## config.mk

```make
export PLATFORM = sky130hd
export DESIGN_NAME = reset_pin_noise_filter
export DESIGN_NICKNAME = d
export VERILOG_FILES = /design/src/rtl/reset_filter_pkg.sv /design/src/rtl/reset_pin_noise_filter.sv
export VERILOG_INCLUDE_DIRS = /design/src /design/src/rtl
export SDC_FILE = /design/constraint.sdc
export NUM_CORES = 1
export LEC_CHECK = 0
export ABC_CLOCK_PERIOD_IN_PS = 4080
export BUFFER_PORTS_ARGS = -buffer_cell sky130_fd_sc_hd__buf_2
export CAP_MARGIN = 25
export CORE_MARGIN = 8
export CORE_UTILIZATION = 52
export CTS_CLUSTER_DIAMETER = 60
export DETAILED_ROUTE_END_ITERATION = 6
export PLACE_DENSITY = 0.79
export REMOVE_ABC_BUFFERS = 1
export SLEW_MARGIN = 20
export SYNTH_ARGS = -nofsm -noshare
export SYNTH_HDL_FRONTEND = slang
export SYNTH_SLANG_ARGS = --single-unit
```

## constraint.sdc

```tcl
create_clock -name aclk -period 4.08 [get_ports aclk]
set_input_delay 0.204 -clock aclk [delete_from_list [all_inputs] [get_ports aclk]]
set_output_delay 0.204 -clock aclk [all_outputs]
set_load 0.02 [all_outputs]
```

## src/rtl/reset_filter_regs.svh

```systemverilog
`ifndef RESET_FILTER_REGS_SVH
`define RESET_FILTER_REGS_SVH

// ============================================================
// Register map (byte addresses, one aligned 32-bit word each)
`define REG_FILTER_CTRL_OFS     8'h00
`define REG_STATUS_OFS          8'h04
`define REG_ADDR_MSB            7

// ============================================================
// Filter control field positions and reset value
`define CTRL_FILTER_SEL_BIT     0
`define CTRL_SAMPLE_SEL_BIT     1
`define CTRL_RESET_VAL          8'h00

// ============================================================
// Status field positions
`define STAT_WRITTEN_BIT        0
`define STAT_DIGITAL_BIT        1
`define STAT_OSC_ALIVE_BIT      2
`define STAT_RAM_UNDEF_BIT      3
`define STAT_STATE_LSB          8
`define STAT_STATE_MSB          12

// ============================================================
// Sample counts
`define SAMPLES_LONG            5'h14
`define SAMPLES_SHORT           5'h0A

// ============================================================
// Timing
`define CLK_PERIOD_NS           4
`define OSC_LOSS_NS             400
`define OSC_LOSS_CYC            ((`OSC_LOSS_NS + `CLK_PERIOD_NS - 1) / `CLK_PERIOD_NS)
`define SETTLE_BASE_LOG2_DEF    13

// ============================================================
// AXI responses
`define RESP_OKAY               2'h0
`define RESP_SLVERR             2'h2

`endif

```

## src/rtl/reset_filter_pkg.sv

```systemverilog
package reset_filter_pkg;

  // ============================================================
  // Sequencer states, one-hot
  typedef enum logic [4:0] {
    ST_RUN    = 5'h01,  // Normal operation
    ST_RESET  = 5'h02,  // Pin held low, system in reset
    ST_SETTLE = 5'h04,  // Oscillator settling after release
    ST_STOP   = 5'h08,  // STOP mode, analog filter only
    ST_WAKE   = 5'h10   // Settling after wake from STOP
  } seq_state_t;

  // ============================================================
  // Filter control register contents
  typedef struct packed {
    logic sample_count_select;  // 1: 10 samples, 0: 20 samples
    logic filter_select;        // 1: digital plus analog
  } filter_ctrl_t;

  // ============================================================
  // Clock and function enables towards the rest of the chip
  typedef struct packed {
    logic osc_enable;           // Main oscillator runs
    logic sys_clock_enable;     // Internal system clock runs
    logic cpu_clock_enable;     // CPU clock runs
    logic periph_clock_enable;  // Peripheral clock chain runs
    logic periph_func_enable;   // Other peripheral functions may start
    logic wdt2_enable;          // Second watchdog runs
  } clk_enables_t;

endpackage

```

## src/rtl/reset_pin_noise_filter.sv

```systemverilog
// Contract
// Pin low holds whole system in reset.
// Main oscillator stopped while pin low.
// Pin rising edge ends reset state.
// Oscillator settle time before CPU runs.
// System, CPU clocks restart at fxx/8.
// Peripheral clocks start after settle time.
// Peripheral registers init; watchdog two restarts.
// RAM kept unless power-on or colliding write.
// Other peripheral functions start after settle.
// Filter select picks digital or analog path.
// Sample with oscillator, 20 or 10 samples.
// Control register byte wide, resets 00H.
// Control register accepts first write only.
// Stopped sampling clock forces analog filtering.
// Internal reset reinitialises control register.
// Analog only from STOP until settle done.
// Analog only while subclock source selected.
// Reject below (N-1)T, accept from NT.
// N consecutive low samples, high restarts count.
// Pin reset clears reset cause flags.
//
// The AXI4-Lite register port and the placing of the registers were left to the implementer.
`include "reset_filter_regs.svh"
`timescale 1ns/1ns
`default_nettype none

module reset_pin_noise_filter #(
  parameter int unsigned SETTLE_BASE_LOG2 = `SETTLE_BASE_LOG2_DEF  // Log2 of shortest settle length
) (
  input  wire logic                      aclk,
  input  wire logic                      aresetn,
  // AXI4-Lite slave
  input  wire logic [7:0]                s_axi_awaddr,
  input  wire logic                      s_axi_awvalid,
  output logic                           s_axi_awready,
  input  wire logic [31:0]               s_axi_wdata,
  input  wire logic [3:0]                s_axi_wstrb,
  input  wire logic                      s_axi_wvalid,
  output logic                           s_axi_wready,
  output logic [1:0]                     s_axi_bresp,
  output logic                           s_axi_bvalid,
  input  wire logic                      s_axi_bready,
  input  wire logic [7:0]                s_axi_araddr,
  input  wire logic                      s_axi_arvalid,
  output logic                           s_axi_arready,
  output logic [31:0]                    s_axi_rdata,
  output logic [1:0]                     s_axi_rresp,
  output logic                           s_axi_rvalid,
  input  wire logic                      s_axi_rready,
  // Pin and chip side
  input  wire logic                      reset_pin_n,
  input  wire logic                      main_osc_clock,
  input  wire logic [2:0]                osc_settle_select,
  input  wire logic                      clock_source_select,
  input  wire logic                      stop_mode,
  input  wire logic                      stop_wake,
  input  wire logic                      cpu_ram_write,
  output logic                           system_reset_n,
  output reset_filter_pkg::clk_enables_t clk_enables,
  output logic                           clock_div_init,
  output logic                           wdt2_use_internal_osc,
  output logic                           ram_write_block,
  output logic                           ram_contents_undefined,
  output logic                           reset_cause_clear,
  output logic                           reset_output_line
);

  // ============================================================
  // Helper functions

  // Sample count selected by the control register
  function automatic logic [4:0] sample_target(input logic short_sel);
    sample_target = short_sel ? `SAMPLES_SHORT : `SAMPLES_LONG;
  endfunction

  // Settle length in oscillator edges for a given selection
  function automatic logic [23:0] settle_len(input logic [2:0] sel);
    settle_len = 24'h000001 << (5'(SETTLE_BASE_LOG2) + {2'h0, sel});
  endfunction

  // ============================================================
  // Declarations
  logic                             pin_sync1_reg;      // First synchroniser stage
  logic                             pin_sync2_reg;      // Synchronised pin level
  logic                             osc_sync1_reg;      // First synchroniser stage
  logic                             osc_sync2_reg;      // Synchronised oscillator level
  logic                             osc_prev_reg;       // Previous oscillator level
  logic                             osc_tick;           // Rising oscillator edge
  logic [7:0]                       osc_idle_reg;       // Cycles since last oscillator edge
  logic [7:0]                       osc_idle_next;
  logic                             osc_alive;          // Sampling clock is running
  logic [4:0]                       low_cnt_reg;        // Consecutive low samples
  logic [4:0]                       low_cnt_next;
  logic                             digital_active;     // Digital filter in effect
  logic                             reset_request;      // Filtered reset demand
  reset_filter_pkg::seq_state_t     state_reg;
  reset_filter_pkg::seq_state_t     state_next;
  logic [23:0]                      settle_cnt_reg;     // Settle progress in oscillator edges
  logic [23:0]                      settle_cnt_next;
  reset_filter_pkg::filter_ctrl_t   ctrl_reg;           // Control register
  reset_filter_pkg::filter_ctrl_t   ctrl_next;
  logic                             written_reg;        // First write already taken
  logic                             written_next;
  logic                             ram_undef_reg;      // RAM content may be damaged
  logic                             ram_undef_next;
  logic                             reset_entry;        // Cycle that enters reset
  logic                             aw_got_reg;         // Write address held
  logic                             aw_got_next;
  logic [7:0]                       aw_addr_reg;
  logic [7:0]                       aw_addr_next;
  logic                             w_got_reg;          // Write data held
  logic                             w_got_next;
  logic [31:0]                      w_data_reg;
  logic [31:0]                      w_data_next;
  logic [3:0]                       w_strb_reg;
  logic [3:0]                       w_strb_next;
  logic                             bvalid_reg;
  logic                             bvalid_next;
  logic [1:0]                       bresp_reg;
  logic [1:0]                       bresp_next;
  logic                             rvalid_reg;
  logic                             rvalid_next;
  logic [31:0]                      rdata_reg;
  logic [31:0]                      rdata_next;
  logic [1:0]                       rresp_reg;
  logic [1:0]                       rresp_next;
  logic                             do_write;           // Both halves of a write present
  logic [31:0]                      status_word;

  // ============================================================
  // Synchronisers; the first stages feed only the second ones
  always_ff @(posedge aclk) begin
    if (!aresetn) begin
      pin_sync1_reg <= 1'b1;
      pin_sync2_reg <= 1'b1;
      osc_sync1_reg <= 1'b0;
      osc_sync2_reg <= 1'b0;
      osc_prev_reg  <= 1'b0;
    end else begin
      pin_sync1_reg <= reset_pin_n;
      pin_sync2_reg <= pin_sync1_reg;
      osc_sync1_reg <= main_osc_clock;
      osc_sync2_reg <= osc_sync1_reg;
      osc_prev_reg  <= osc_sync2_reg;
    end
  end

  // Oscillator edge marks a sampling instant
  assign osc_tick = osc_sync2_reg & ~osc_prev_reg;

  // ============================================================
  // Oscillator activity watch
  always_comb begin
    osc_idle_next = osc_idle_reg;
    if (osc_tick || !clk_enables.osc_enable) begin
      osc_idle_next = osc_tick ? 8'h00 : 8'(`OSC_LOSS_CYC);
    end else if (osc_idle_reg < 8'(`OSC_LOSS_CYC)) begin
      osc_idle_next = osc_idle_reg + 8'h01;
    end
  end

  always_ff @(posedge aclk) begin
    if (!aresetn) begin
      osc_idle_reg <= 8'(`OSC_LOSS_CYC);
    end else begin
      osc_idle_reg <= osc_idle_next;
    end
  end

  // A quiet oscillator means no samples, so the digital path cannot be trusted
  assign osc_alive = (osc_idle_reg < 8'(`OSC_LOSS_CYC));

  // Digital path only in normal main-clock operation with a live clock
  assign digital_active = ctrl_reg.filter_select
                        & osc_alive
                        & (state_reg == reset_filter_pkg::ST_RUN)
                        & ~clock_source_select;

  // ============================================================
  // Digital noise filter: counts consecutive low samples
  always_comb begin
    low_cnt_next = low_cnt_reg;
    if (!digital_active) begin
      low_cnt_next = 5'h00;
    end else if (osc_tick) begin
      if (pin_sync2_reg) begin
        low_cnt_next = 5'h00;
      end else if (low_cnt_reg < sample_target(ctrl_reg.sample_count_select)) begin
        low_cnt_next = low_cnt_reg + 5'h01;
      end
    end
  end

  always_ff @(posedge aclk) begin
    if (!aresetn) begin
      low_cnt_reg <= 5'h00;
    end else begin
      low_cnt_reg <= low_cnt_next;
    end
  end

  // Pulses shorter than N samples never fill the count
  assign reset_request = digital_active
                       ? (low_cnt_reg == sample_target(ctrl_reg.sample_count_select))
                       : ~pin_sync2_reg;

  // ============================================================
  // Reset sequencer
  always_comb begin
    state_next      = state_reg;
    settle_cnt_next = settle_cnt_reg;
    case (state_reg)
      reset_filter_pkg::ST_RUN: begin
        if (reset_request) begin
          state_next = reset_filter_pkg::ST_RESET;
        end else if (stop_mode) begin
          state_next = reset_filter_pkg::ST_STOP;
        end
      end
      reset_filter_pkg::ST_RESET: begin
        // Release on pin high; oscillator stopped
        if (pin_sync2_reg) begin
          state_next      = reset_filter_pkg::ST_SETTLE;
          settle_cnt_next = 24'h000000;
        end
      end
      reset_filter_pkg::ST_SETTLE: begin
        if (reset_request) begin
          state_next = reset_filter_pkg::ST_RESET;
        end else if (osc_tick) begin
          if (settle_cnt_reg + 24'h000001 >= settle_len(osc_settle_select)) begin
            state_next = reset_filter_pkg::ST_RUN;
          end
          settle_cnt_next = settle_cnt_reg + 24'h000001;
        end
      end
      reset_filter_pkg::ST_STOP: begin
        if (reset_request) begin
          state_next = reset_filter_pkg::ST_RESET;
        end else if (stop_wake) begin
          state_next      = reset_filter_pkg::ST_WAKE;
          settle_cnt_next = 24'h000000;
        end
      end
      reset_filter_pkg::ST_WAKE: begin
        // Analog filter until settled
        if (reset_request) begin
          state_next = reset_filter_pkg::ST_RESET;
        end else if (osc_tick) begin
          if (settle_cnt_reg + 24'h000001 >= settle_len(osc_settle_select)) begin
            state_next = reset_filter_pkg::ST_RUN;
          end
          settle_cnt_next = settle_cnt_reg + 24'h000001;
        end
      end
      default: begin
        state_next      = reset_filter_pkg::ST_RESET;
        settle_cnt_next = 24'h000000;
      end
    endcase
  end

  always_ff @(posedge aclk) begin
    if (!aresetn) begin
      state_reg      <= reset_filter_pkg::ST_RESET;
      settle_cnt_reg <= 24'h000000;
    end else begin
      state_reg      <= state_next;
      settle_cnt_reg <= settle_cnt_next;
    end
  end

  // Entry into reset from any other state
  assign reset_entry = (state_next == reset_filter_pkg::ST_RESET) && (state_reg != reset_filter_pkg::ST_RESET);

  // ============================================================
  // Chip-side outputs, decoded from the state flops except the RAM flag and the fixed WDT2 source
  always_comb begin
    system_reset_n                  = (state_reg != reset_filter_pkg::ST_RESET);
    clk_enables.osc_enable          = (state_reg != reset_filter_pkg::ST_RESET);
    clk_enables.sys_clock_enable    = (state_reg == reset_filter_pkg::ST_RUN);
    clk_enables.cpu_clock_enable    = (state_reg == reset_filter_pkg::ST_RUN);
    clk_enables.periph_clock_enable = (state_reg == reset_filter_pkg::ST_RUN);
    clk_enables.periph_func_enable  = (state_reg == reset_filter_pkg::ST_RUN);
    clk_enables.wdt2_enable         = (state_reg != reset_filter_pkg::ST_RESET);
    clock_div_init                  = (state_reg == reset_filter_pkg::ST_RESET)
                                    | (state_reg == reset_filter_pkg::ST_SETTLE);
    wdt2_use_internal_osc           = 1'b1;
    ram_write_block                 = (state_reg == reset_filter_pkg::ST_RESET);
    reset_output_line               = (state_reg != reset_filter_pkg::ST_RESET);
    ram_contents_undefined          = ram_undef_reg;
  end

  // ============================================================
  // RAM damage flag and reset-cause clear pulse
  always_comb begin
    ram_undef_next = ram_undef_reg;
    if (do_write && (aw_addr_reg[`REG_ADDR_MSB:0] == `REG_STATUS_OFS)
        && w_strb_reg[0] && w_data_reg[`STAT_RAM_UNDEF_BIT]) begin
      ram_undef_next = 1'b0;
    end
    // A write colliding with reset entry wins over a clear
    if (reset_entry && cpu_ram_write) begin
      ram_undef_next = 1'b1;
    end
  end

  always_ff @(posedge aclk) begin
    if (!aresetn) begin
      ram_undef_reg     <= 1'b1;  // Power-on leaves RAM undefined
      reset_cause_clear <= 1'b0;
    end else begin
      ram_undef_reg     <= ram_undef_next;
      reset_cause_clear <= reset_entry;
    end
  end

  // ============================================================
  // Filter control register, write once per reset
  always_comb begin
    ctrl_next    = ctrl_reg;
    written_next = written_reg;
    if (do_write && (aw_addr_reg[`REG_ADDR_MSB:0] == `REG_FILTER_CTRL_OFS)
        && w_strb_reg[0] && !written_reg) begin
      ctrl_next.filter_select       = w_data_reg[`CTRL_FILTER_SEL_BIT];
      ctrl_next.sample_count_select = w_data_reg[`CTRL_SAMPLE_SEL_BIT];
      written_next                  = 1'b1;
    end
    // Internal reset: analog-only, register reopened
    if (state_reg == reset_filter_pkg::ST_RESET) begin
      ctrl_next    = reset_filter_pkg::filter_ctrl_t'(2'(`CTRL_RESET_VAL));
      written_next = 1'b0;
    end
  end

  always_ff @(posedge aclk) begin
    if (!aresetn) begin
      ctrl_reg    <= reset_filter_pkg::filter_ctrl_t'(2'(`CTRL_RESET_VAL));
      written_reg <= 1'b0;
    end else begin
      ctrl_reg    <= ctrl_next;
      written_reg <= written_next;
    end
  end

  // ============================================================
  // AXI4-Lite write channel: address and data taken in any order
  assign s_axi_awready = ~aw_got_reg;
  assign s_axi_wready  = ~w_got_reg;
  assign do_write      = aw_got_reg & w_got_reg & ~bvalid_reg;

  always_comb begin
    aw_got_next  = aw_got_reg;
    aw_addr_next = aw_addr_reg;
    w_got_next   = w_got_reg;
    w_data_next  = w_data_reg;
    w_strb_next  = w_strb_reg;
    bvalid_next  = bvalid_reg;
    bresp_next   = bresp_reg;
    if (s_axi_awvalid && !aw_got_reg) begin
      aw_got_next  = 1'b1;
      aw_addr_next = s_axi_awaddr;
    end
    if (s_axi_wvalid && !w_got_reg) begin
      w_got_next  = 1'b1;
      w_data_next = s_axi_wdata;
      w_strb_next = s_axi_wstrb;
    end
    if (do_write) begin
      // Unmapped addresses answer with a slave error
      bvalid_next = 1'b1;
      bresp_next  = ((aw_addr_reg == `REG_FILTER_CTRL_OFS) || (aw_addr_reg == `REG_STATUS_OFS))
                  ? `RESP_OKAY : `RESP_SLVERR;
    end
    if (bvalid_reg && s_axi_bready) begin
      bvalid_next = 1'b0;
      aw_got_next = 1'b0;
      w_got_next  = 1'b0;
    end
  end

  always_ff @(posedge aclk) begin
    if (!aresetn) begin
      aw_got_reg  <= 1'b0;
      aw_addr_reg <= 8'h00;
      w_got_reg   <= 1'b0;
      w_data_reg  <= 32'h00000000;
      w_strb_reg  <= 4'h0;
      bvalid_reg  <= 1'b0;
      bresp_reg   <= `RESP_OKAY;
    end else begin
      aw_got_reg  <= aw_got_next;
      aw_addr_reg <= aw_addr_next;
      w_got_reg   <= w_got_next;
      w_data_reg  <= w_data_next;
      w_strb_reg  <= w_strb_next;
      bvalid_reg  <= bvalid_next;
      bresp_reg   <= bresp_next;
    end
  end

  assign s_axi_bvalid = bvalid_reg;
  assign s_axi_bresp  = bresp_reg;

  // ============================================================
  // Status word
  always_comb begin
    status_word                                       = 32'h00000000;
    status_word[`STAT_WRITTEN_BIT]                    = written_reg;
    status_word[`STAT_DIGITAL_BIT]                    = digital_active;
    status_word[`STAT_OSC_ALIVE_BIT]                  = osc_alive;
    status_word[`STAT_RAM_UNDEF_BIT]                  = ram_undef_reg;
    status_word[`STAT_STATE_MSB:`STAT_STATE_LSB]      = state_reg;
  end

  // ============================================================
  // AXI4-Lite read channel: one read at a time
  assign s_axi_arready = ~rvalid_reg;

  always_comb begin
    rvalid_next = rvalid_reg;
    rdata_next  = rdata_reg;
    rresp_next  = rresp_reg;
    if (s_axi_arvalid && !rvalid_reg) begin
      rvalid_next = 1'b1;
      rresp_next  = `RESP_OKAY;
      case (s_axi_araddr)
        `REG_FILTER_CTRL_OFS: begin
          rdata_next = {30'h00000000, ctrl_reg};
        end
        `REG_STATUS_OFS: begin
          rdata_next = status_word;
        end
        default: begin
          rdata_next = 32'h00000000;
          rresp_next = `RESP_SLVERR;
        end
      endcase
    end else if (rvalid_reg && s_axi_rready) begin
      rvalid_next = 1'b0;
    end
  end

  always_ff @(posedge aclk) begin
    if (!aresetn) begin
      rvalid_reg <= 1'b0;
      rdata_reg  <= 32'h00000000;
      rresp_reg  <= `RESP_OKAY;
    end else begin
      rvalid_reg <= rvalid_next;
      rdata_reg  <= rdata_next;
      rresp_reg  <= rresp_next;
    end
  end

  assign s_axi_rvalid = rvalid_reg;
  assign s_axi_rdata  = rdata_reg;
  assign s_axi_rresp  = rresp_reg;

endmodule

`default_nettype wire

```

### Word-level counts from Yosys, hierarchy flattened

Cells that the tools add are included.
Widths: inputs -> output; s select.

| cells by class | value |
|---|---|
| add/sub/neg operators | 4 |
| multiplexer cells | 27 |
| equal/unequal tests | 15 |
| $lt $le $gt $ge | 3 |
| bitwise logic cells | 16 |
| shifts and indexed selects | 1 |
| reductions and logical operators | 33 |

Operator list:

| operator | count |
|---|---|
| $mux 24 | 5 |
| $pmux 24 s4 | 1 |
| $mux 5 | 11 |
| $pmux 13 s2 | 1 |
| $add 24x1->24 const B | 1 |
| $ge 24x24->1 | 1 |
| $shl 1x5->24 const A | 1 |
| $pmux 5 s4 | 1 |
| $eq 8x3->1 const B | 2 |
| $logic_not 8->1 | 2 |
| $mux 8 | 2 |
| $logic_and 1x1->1 | 13 |
| $eq 5x2->1 const B | 2 |
| $reduce_or 2->1 | 5 |
| $not 1->1 | 9 |
| $add 8x1->8 const B | 1 |
| $lt 8x7->1 const B | 1 |
| $mux 7 | 1 |
| $and 1x1->1 | 6 |
| $ne 2x2->1 const B | 3 |
| $reduce_and 6->1 | 1 |
| $reduce_bool 2->1 | 3 |
| $add 4x3->5 const A | 1 |
| $add 5x1->5 const B | 1 |
| other kinds (14) | 24 |

| word-level totals | value |
|---|---|
| output and inout bits | 54 |
| flip-flop bits (word level) | 105 |

### Longest topological paths before layout

| logic depth | value |
|---|---|
| depth after elaboration | 11 |
| gate-level depth with buffers | 14 |
| depth with buffers taken out | 13 |

### Worst setup path before layout

Ideal clock, no wire load.

| timing path | value |
|---|---|
| kind | flip-flop to flip-flop |
| start point | reg settle_cnt_reg[6] |
| end point | reg state_reg[2] |
| period minus slack after synthesis | 3.280 ns |
| data arrival time | 3.165 ns |
| path slack | 0.800 ns |
| required time | 3.965 ns |
| stages on the path, launching flop included | 15 |
| cell sequence | dfxtp_1 > buf_2 > nand4_1 > nor4_1 > and3_1 > clkbuf_1 > nand2_1 > xnor2_1 > ha_1 > nand4_1 > nor4_1 > o311ai_0 > a31oi_1 > o32ai_1 > and2_1 |

| between the ends | value |
|---|---|
| longest elaborated chain between the ends | 6 |

Ends and longest elaborated chain:

| what | RTL line | text |
|---|---|---|
| start, declared | reset_pin_noise_filter.sv:99 | `logic [23:0] settle_cnt_reg;` |
| start signal, assigned | reset_pin_noise_filter.sv:270 | `settle_cnt_reg <= settle_cnt_next;` |
| $add 24x1->24 | reset_pin_noise_filter.sv:232, reset_pin_noise_filter.sv:251 |  |
| $ge 24x24->1 | reset_pin_noise_filter.sv:232, reset_pin_noise_filter.sv:251 |  |
| $mux 5 | reset_pin_noise_filter.sv:232, reset_pin_noise_filter.sv:251 |  |
| $mux 5 | reset_pin_noise_filter.sv:231 | `end else if (osc_tick) begin` |
| $mux 5 | reset_pin_noise_filter.sv:248 | `if (reset_request) begin` |
| $pmux 5 s4 | reset_pin_noise_filter.sv:213 | `case (state_reg)` |
| end signal, assigned | reset_pin_noise_filter.sv:266 | `state_reg <= reset_filter_pkg::ST_RESET;` |
| end signal, assigned | reset_pin_noise_filter.sv:269 | `state_reg <= state_next;` |
| end, declared | reset_pin_noise_filter.sv:97 | `reset_filter_pkg::seq_state_t state_reg;` |

Every way passes these cells.
A chain may end at the register's enable or synchronous reset.

### Worst setup path in the final report

Ends and elaborated chain as after synthesis.

==> run summary <==
launch point of the worst reg-to-reg path -> settle_cnt_reg[6]
number of setup violations in the final report -> 0
Final Hold Fails -> 0
number of global-route vias before repair -> 3946
Worst-Skew Late Latency -> 350 ps
top_reg_cell synth -> dfxtp_1
port bufs -> 63
static leakage -> 2.23 nW
Endpoint, Worst Hold -> s_axi_rvalid
initial DRC count -> 218
number of max-cap violations -> 0
Yosys cell types -> 59
mapped cell area -> 4640 um^2
clk root buf -> clkbuf_8
Multi-input gate area -> 2730 um^2
Final WS setup -> 507 ps
Peak Freq -> 280 MHz
WL/cell -> 14.7 um
Final Critical Period -> 3570 ps
Post-synth ARST share -> 0%
GRT overflow -> 0
clock slew seen by the registers of the worst setup and hold paths -> 90 ps
Synth Warn # -> 0
top cell type's share of synthesized area -> 34.1%
Max VDD drop -> 0.000190 V
CTS Sinks -> 79
Fill cells -> 804
R2R Setup Slk -> 510 ps
HPWL after DPL -> 8090 um
CP endpoint kind -> register
Final Cycle Share -> 87.6%
Pins Over Slew Limit -> 0
Max H-tree Level -> 3
Initial DRT Pass Iterations -> 5
status -> finished, final reports clean
CP Cell Sequence -> nand4_1 > nor4_1 > buf_4 > nand3_1 > o21ai_0 > nand2_1 > ha_1 > nand4_1 > nor4_1 > o311ai_0 > a31oi_1 > o32ai_1 > and2_1
max FFs per register -> 24
worst clock skew -> 12.8 ps
critical path class -> reg -> reg
Critical Path RT -> 4330 ps
number of synthesized flops with an enable pin -> 0
R2R depth -> 13
Max-slew headroom -> 42.4%
first-pass GRT wire length -> 17800 um
setup bufs post-CTS -> 0
Row Count -> 34
setup TNS -> 0 ps
worst flop-to-flop path endpoint -> state_reg[2]
CP max FO -> 8
via density per instance -> 5.59
leading area contributor after synthesis -> dfxtp_1
gpl congestion -> 0.868
I/O Pins -> 122
DP Worst Slack -> 559 ps
hold crit path type -> in -> reg
antenna violations before repair -> 0
DRC viols -> 0
Die X -> 110 um
Layout area overhead -> 8.84%
max incr delay on CP -> 460 ps
Core Region -> 8680 um^2
Finished Cell Area -> 5050 um^2
most frequent cells in the layout -> dfxtp_1 (79), nand2_1 (65), buf_2 (63)
post_cts resized -> 0
chip height -> 110 um
Area after DPL -> 4850 um^2
Post-Syn Instances -> 559
CP arrival -> 3820 ps
synth top area cells -> dfxtp_1 (34%), ha_1 (8.1%), buf_4 (5.7%), nand2_1 (5.3%), nor2_1 (4.5%)
Post-CTS Hold Buffers -> 0
Worst setup SP type -> register
Synth Area per Inst -> 8.31 um^2
Clock Tree Buf Depth -> 2
Antenna Cells -> 0
Initial Util -> 53.5%
FF+latch area -> 1580 um^2
share of cells above drive strength 1 -> 16.4%
antenna viol nets, final -> 0
Worst-Margin Slew -> 862 ps
Seq/Total Area, Yosys -> 34.1%
largest net degree at the start of global routing -> 28
PwrDens -> 315 nW/um^2
#FFs+latches synth -> 79
Slowest-stage cell, CP -> dfxtp_1
DR vias -> 4042
CTS buffer count -> 9
nets -> 708
leading cell type in the layout, fill and taps excluded -> dfxtp_1
GRT Resource Usage Total -> 16.8%
RSZ-0062 raised after global routing -> false
CTS tree -> yes
die area -> 12200 um^2
HP Start -> s_axi_rready
final WL -> 10600 um
Worst Hold Path Cells -> 2
-- worst max path at each step --
stage | slack [ps] | start | cells past startpoint | end
2_1_floorplan | 860 | settle_cnt_reg[6] | 12 | state_reg[2]
3_3_place_gp | 650 | settle_cnt_reg[6] | 13 | state_reg[2]
3_5_place_dp | 560 | settle_cnt_reg[6] | 13 | state_reg[2]
4_1_cts | 540 | settle_cnt_reg[6] | 13 | state_reg[2]
5_1_grt | 230 | settle_cnt_reg[0] | 14 | state_reg[2]
6_report | 510 | settle_cnt_reg[6] | 13 | state_reg[2]
-- final cells by class --
class                      count  area share, %
inverter                      15           1.11
sequential                    79           31.3
clock buffer                  10           2.53
timing repair buffer          68           6.98
clock inverter                 6           1.34
multi-input combinational    437           54.1
tap                          108           2.67
-- where the power goes --
part | internal (mW) | switching, mW | total, mW
logic | 0.0687 | 0.134 | 0.203
registers | 0.789 | 0.0182 | 0.808
clock network | 0.286 | 0.296 | 0.582
-- synthesized netlist by cell type, types with 9 or more instances --
library cell and n:
a21o_1 9, a21oi_1 33, a22oi_1 10, buf_4 35, clkbuf_1 11, dfxtp_1 79, ha_1 30, inv_1 14
mux2i_1 16, nand2_1 65, nand3_1 23, nand4_1 13, nor2_1 56, o21ai_0 20, or3_1 12, xnor2_1 14
xor2_1 9
-- kinds of logic (layout without fill, tap and decap cells) --
| logic type | count (synthesis) | in the layout | synth area share [%] |
|---|---|---|---|
| simple gates | 232 | 232 | 25.5 |
| compound gates | 106 | 106 | 14.6 |
| flops | 79 | 79 | 34.1 |
| buf+inv | 69 | 99 | 9.19 |
| fa+ha+maj | 30 | 30 | 8.08 |
| xor+xnor | 23 | 23 | 4.34 |
| mux | 18 | 18 | 4.01 |
| other cells | 2 | 28 | 0.162 |
-- critical path, delay by kind of cell, from the launching register on --
kind                     cells  cell delay [ps]
flip-flops                   1              460
AO/OA/AOI/OAI                4             1060
buffers and inverters        1              200
AND/OR/NAND/NOR              7             1440
adder cells (fa/ha/maj)      1              320
-- layer usage --
layer	part of all wire, %	routed length, um	track usage, %	vias to the layer above
li1	-	-	-	2014
met1	42	4450	19.2	1908
met2	52	5540	29.7	104
met3	4.1	434	3.68	16
met4	1.6	170	6.49	0
met5	0	0	0	-
-- stage by stage --
step | power (mW) | hold WS, ps | instances | util (%)
floorplan | 0.958 | 266 | 531 | -
global placement | 1.02 | 390 | 706 | 55.9
detailed placement | 1.03 | 391 | 706 | 55.9
CTS | 1.60 | 22.1 | 722 | 58.1
global route | 1.66 | 28.4 | 723 | 58.2
finish | 1.59 | 31.0 | 723 | 58.2
Note: power is estimated with default switching activity, not from simulation.
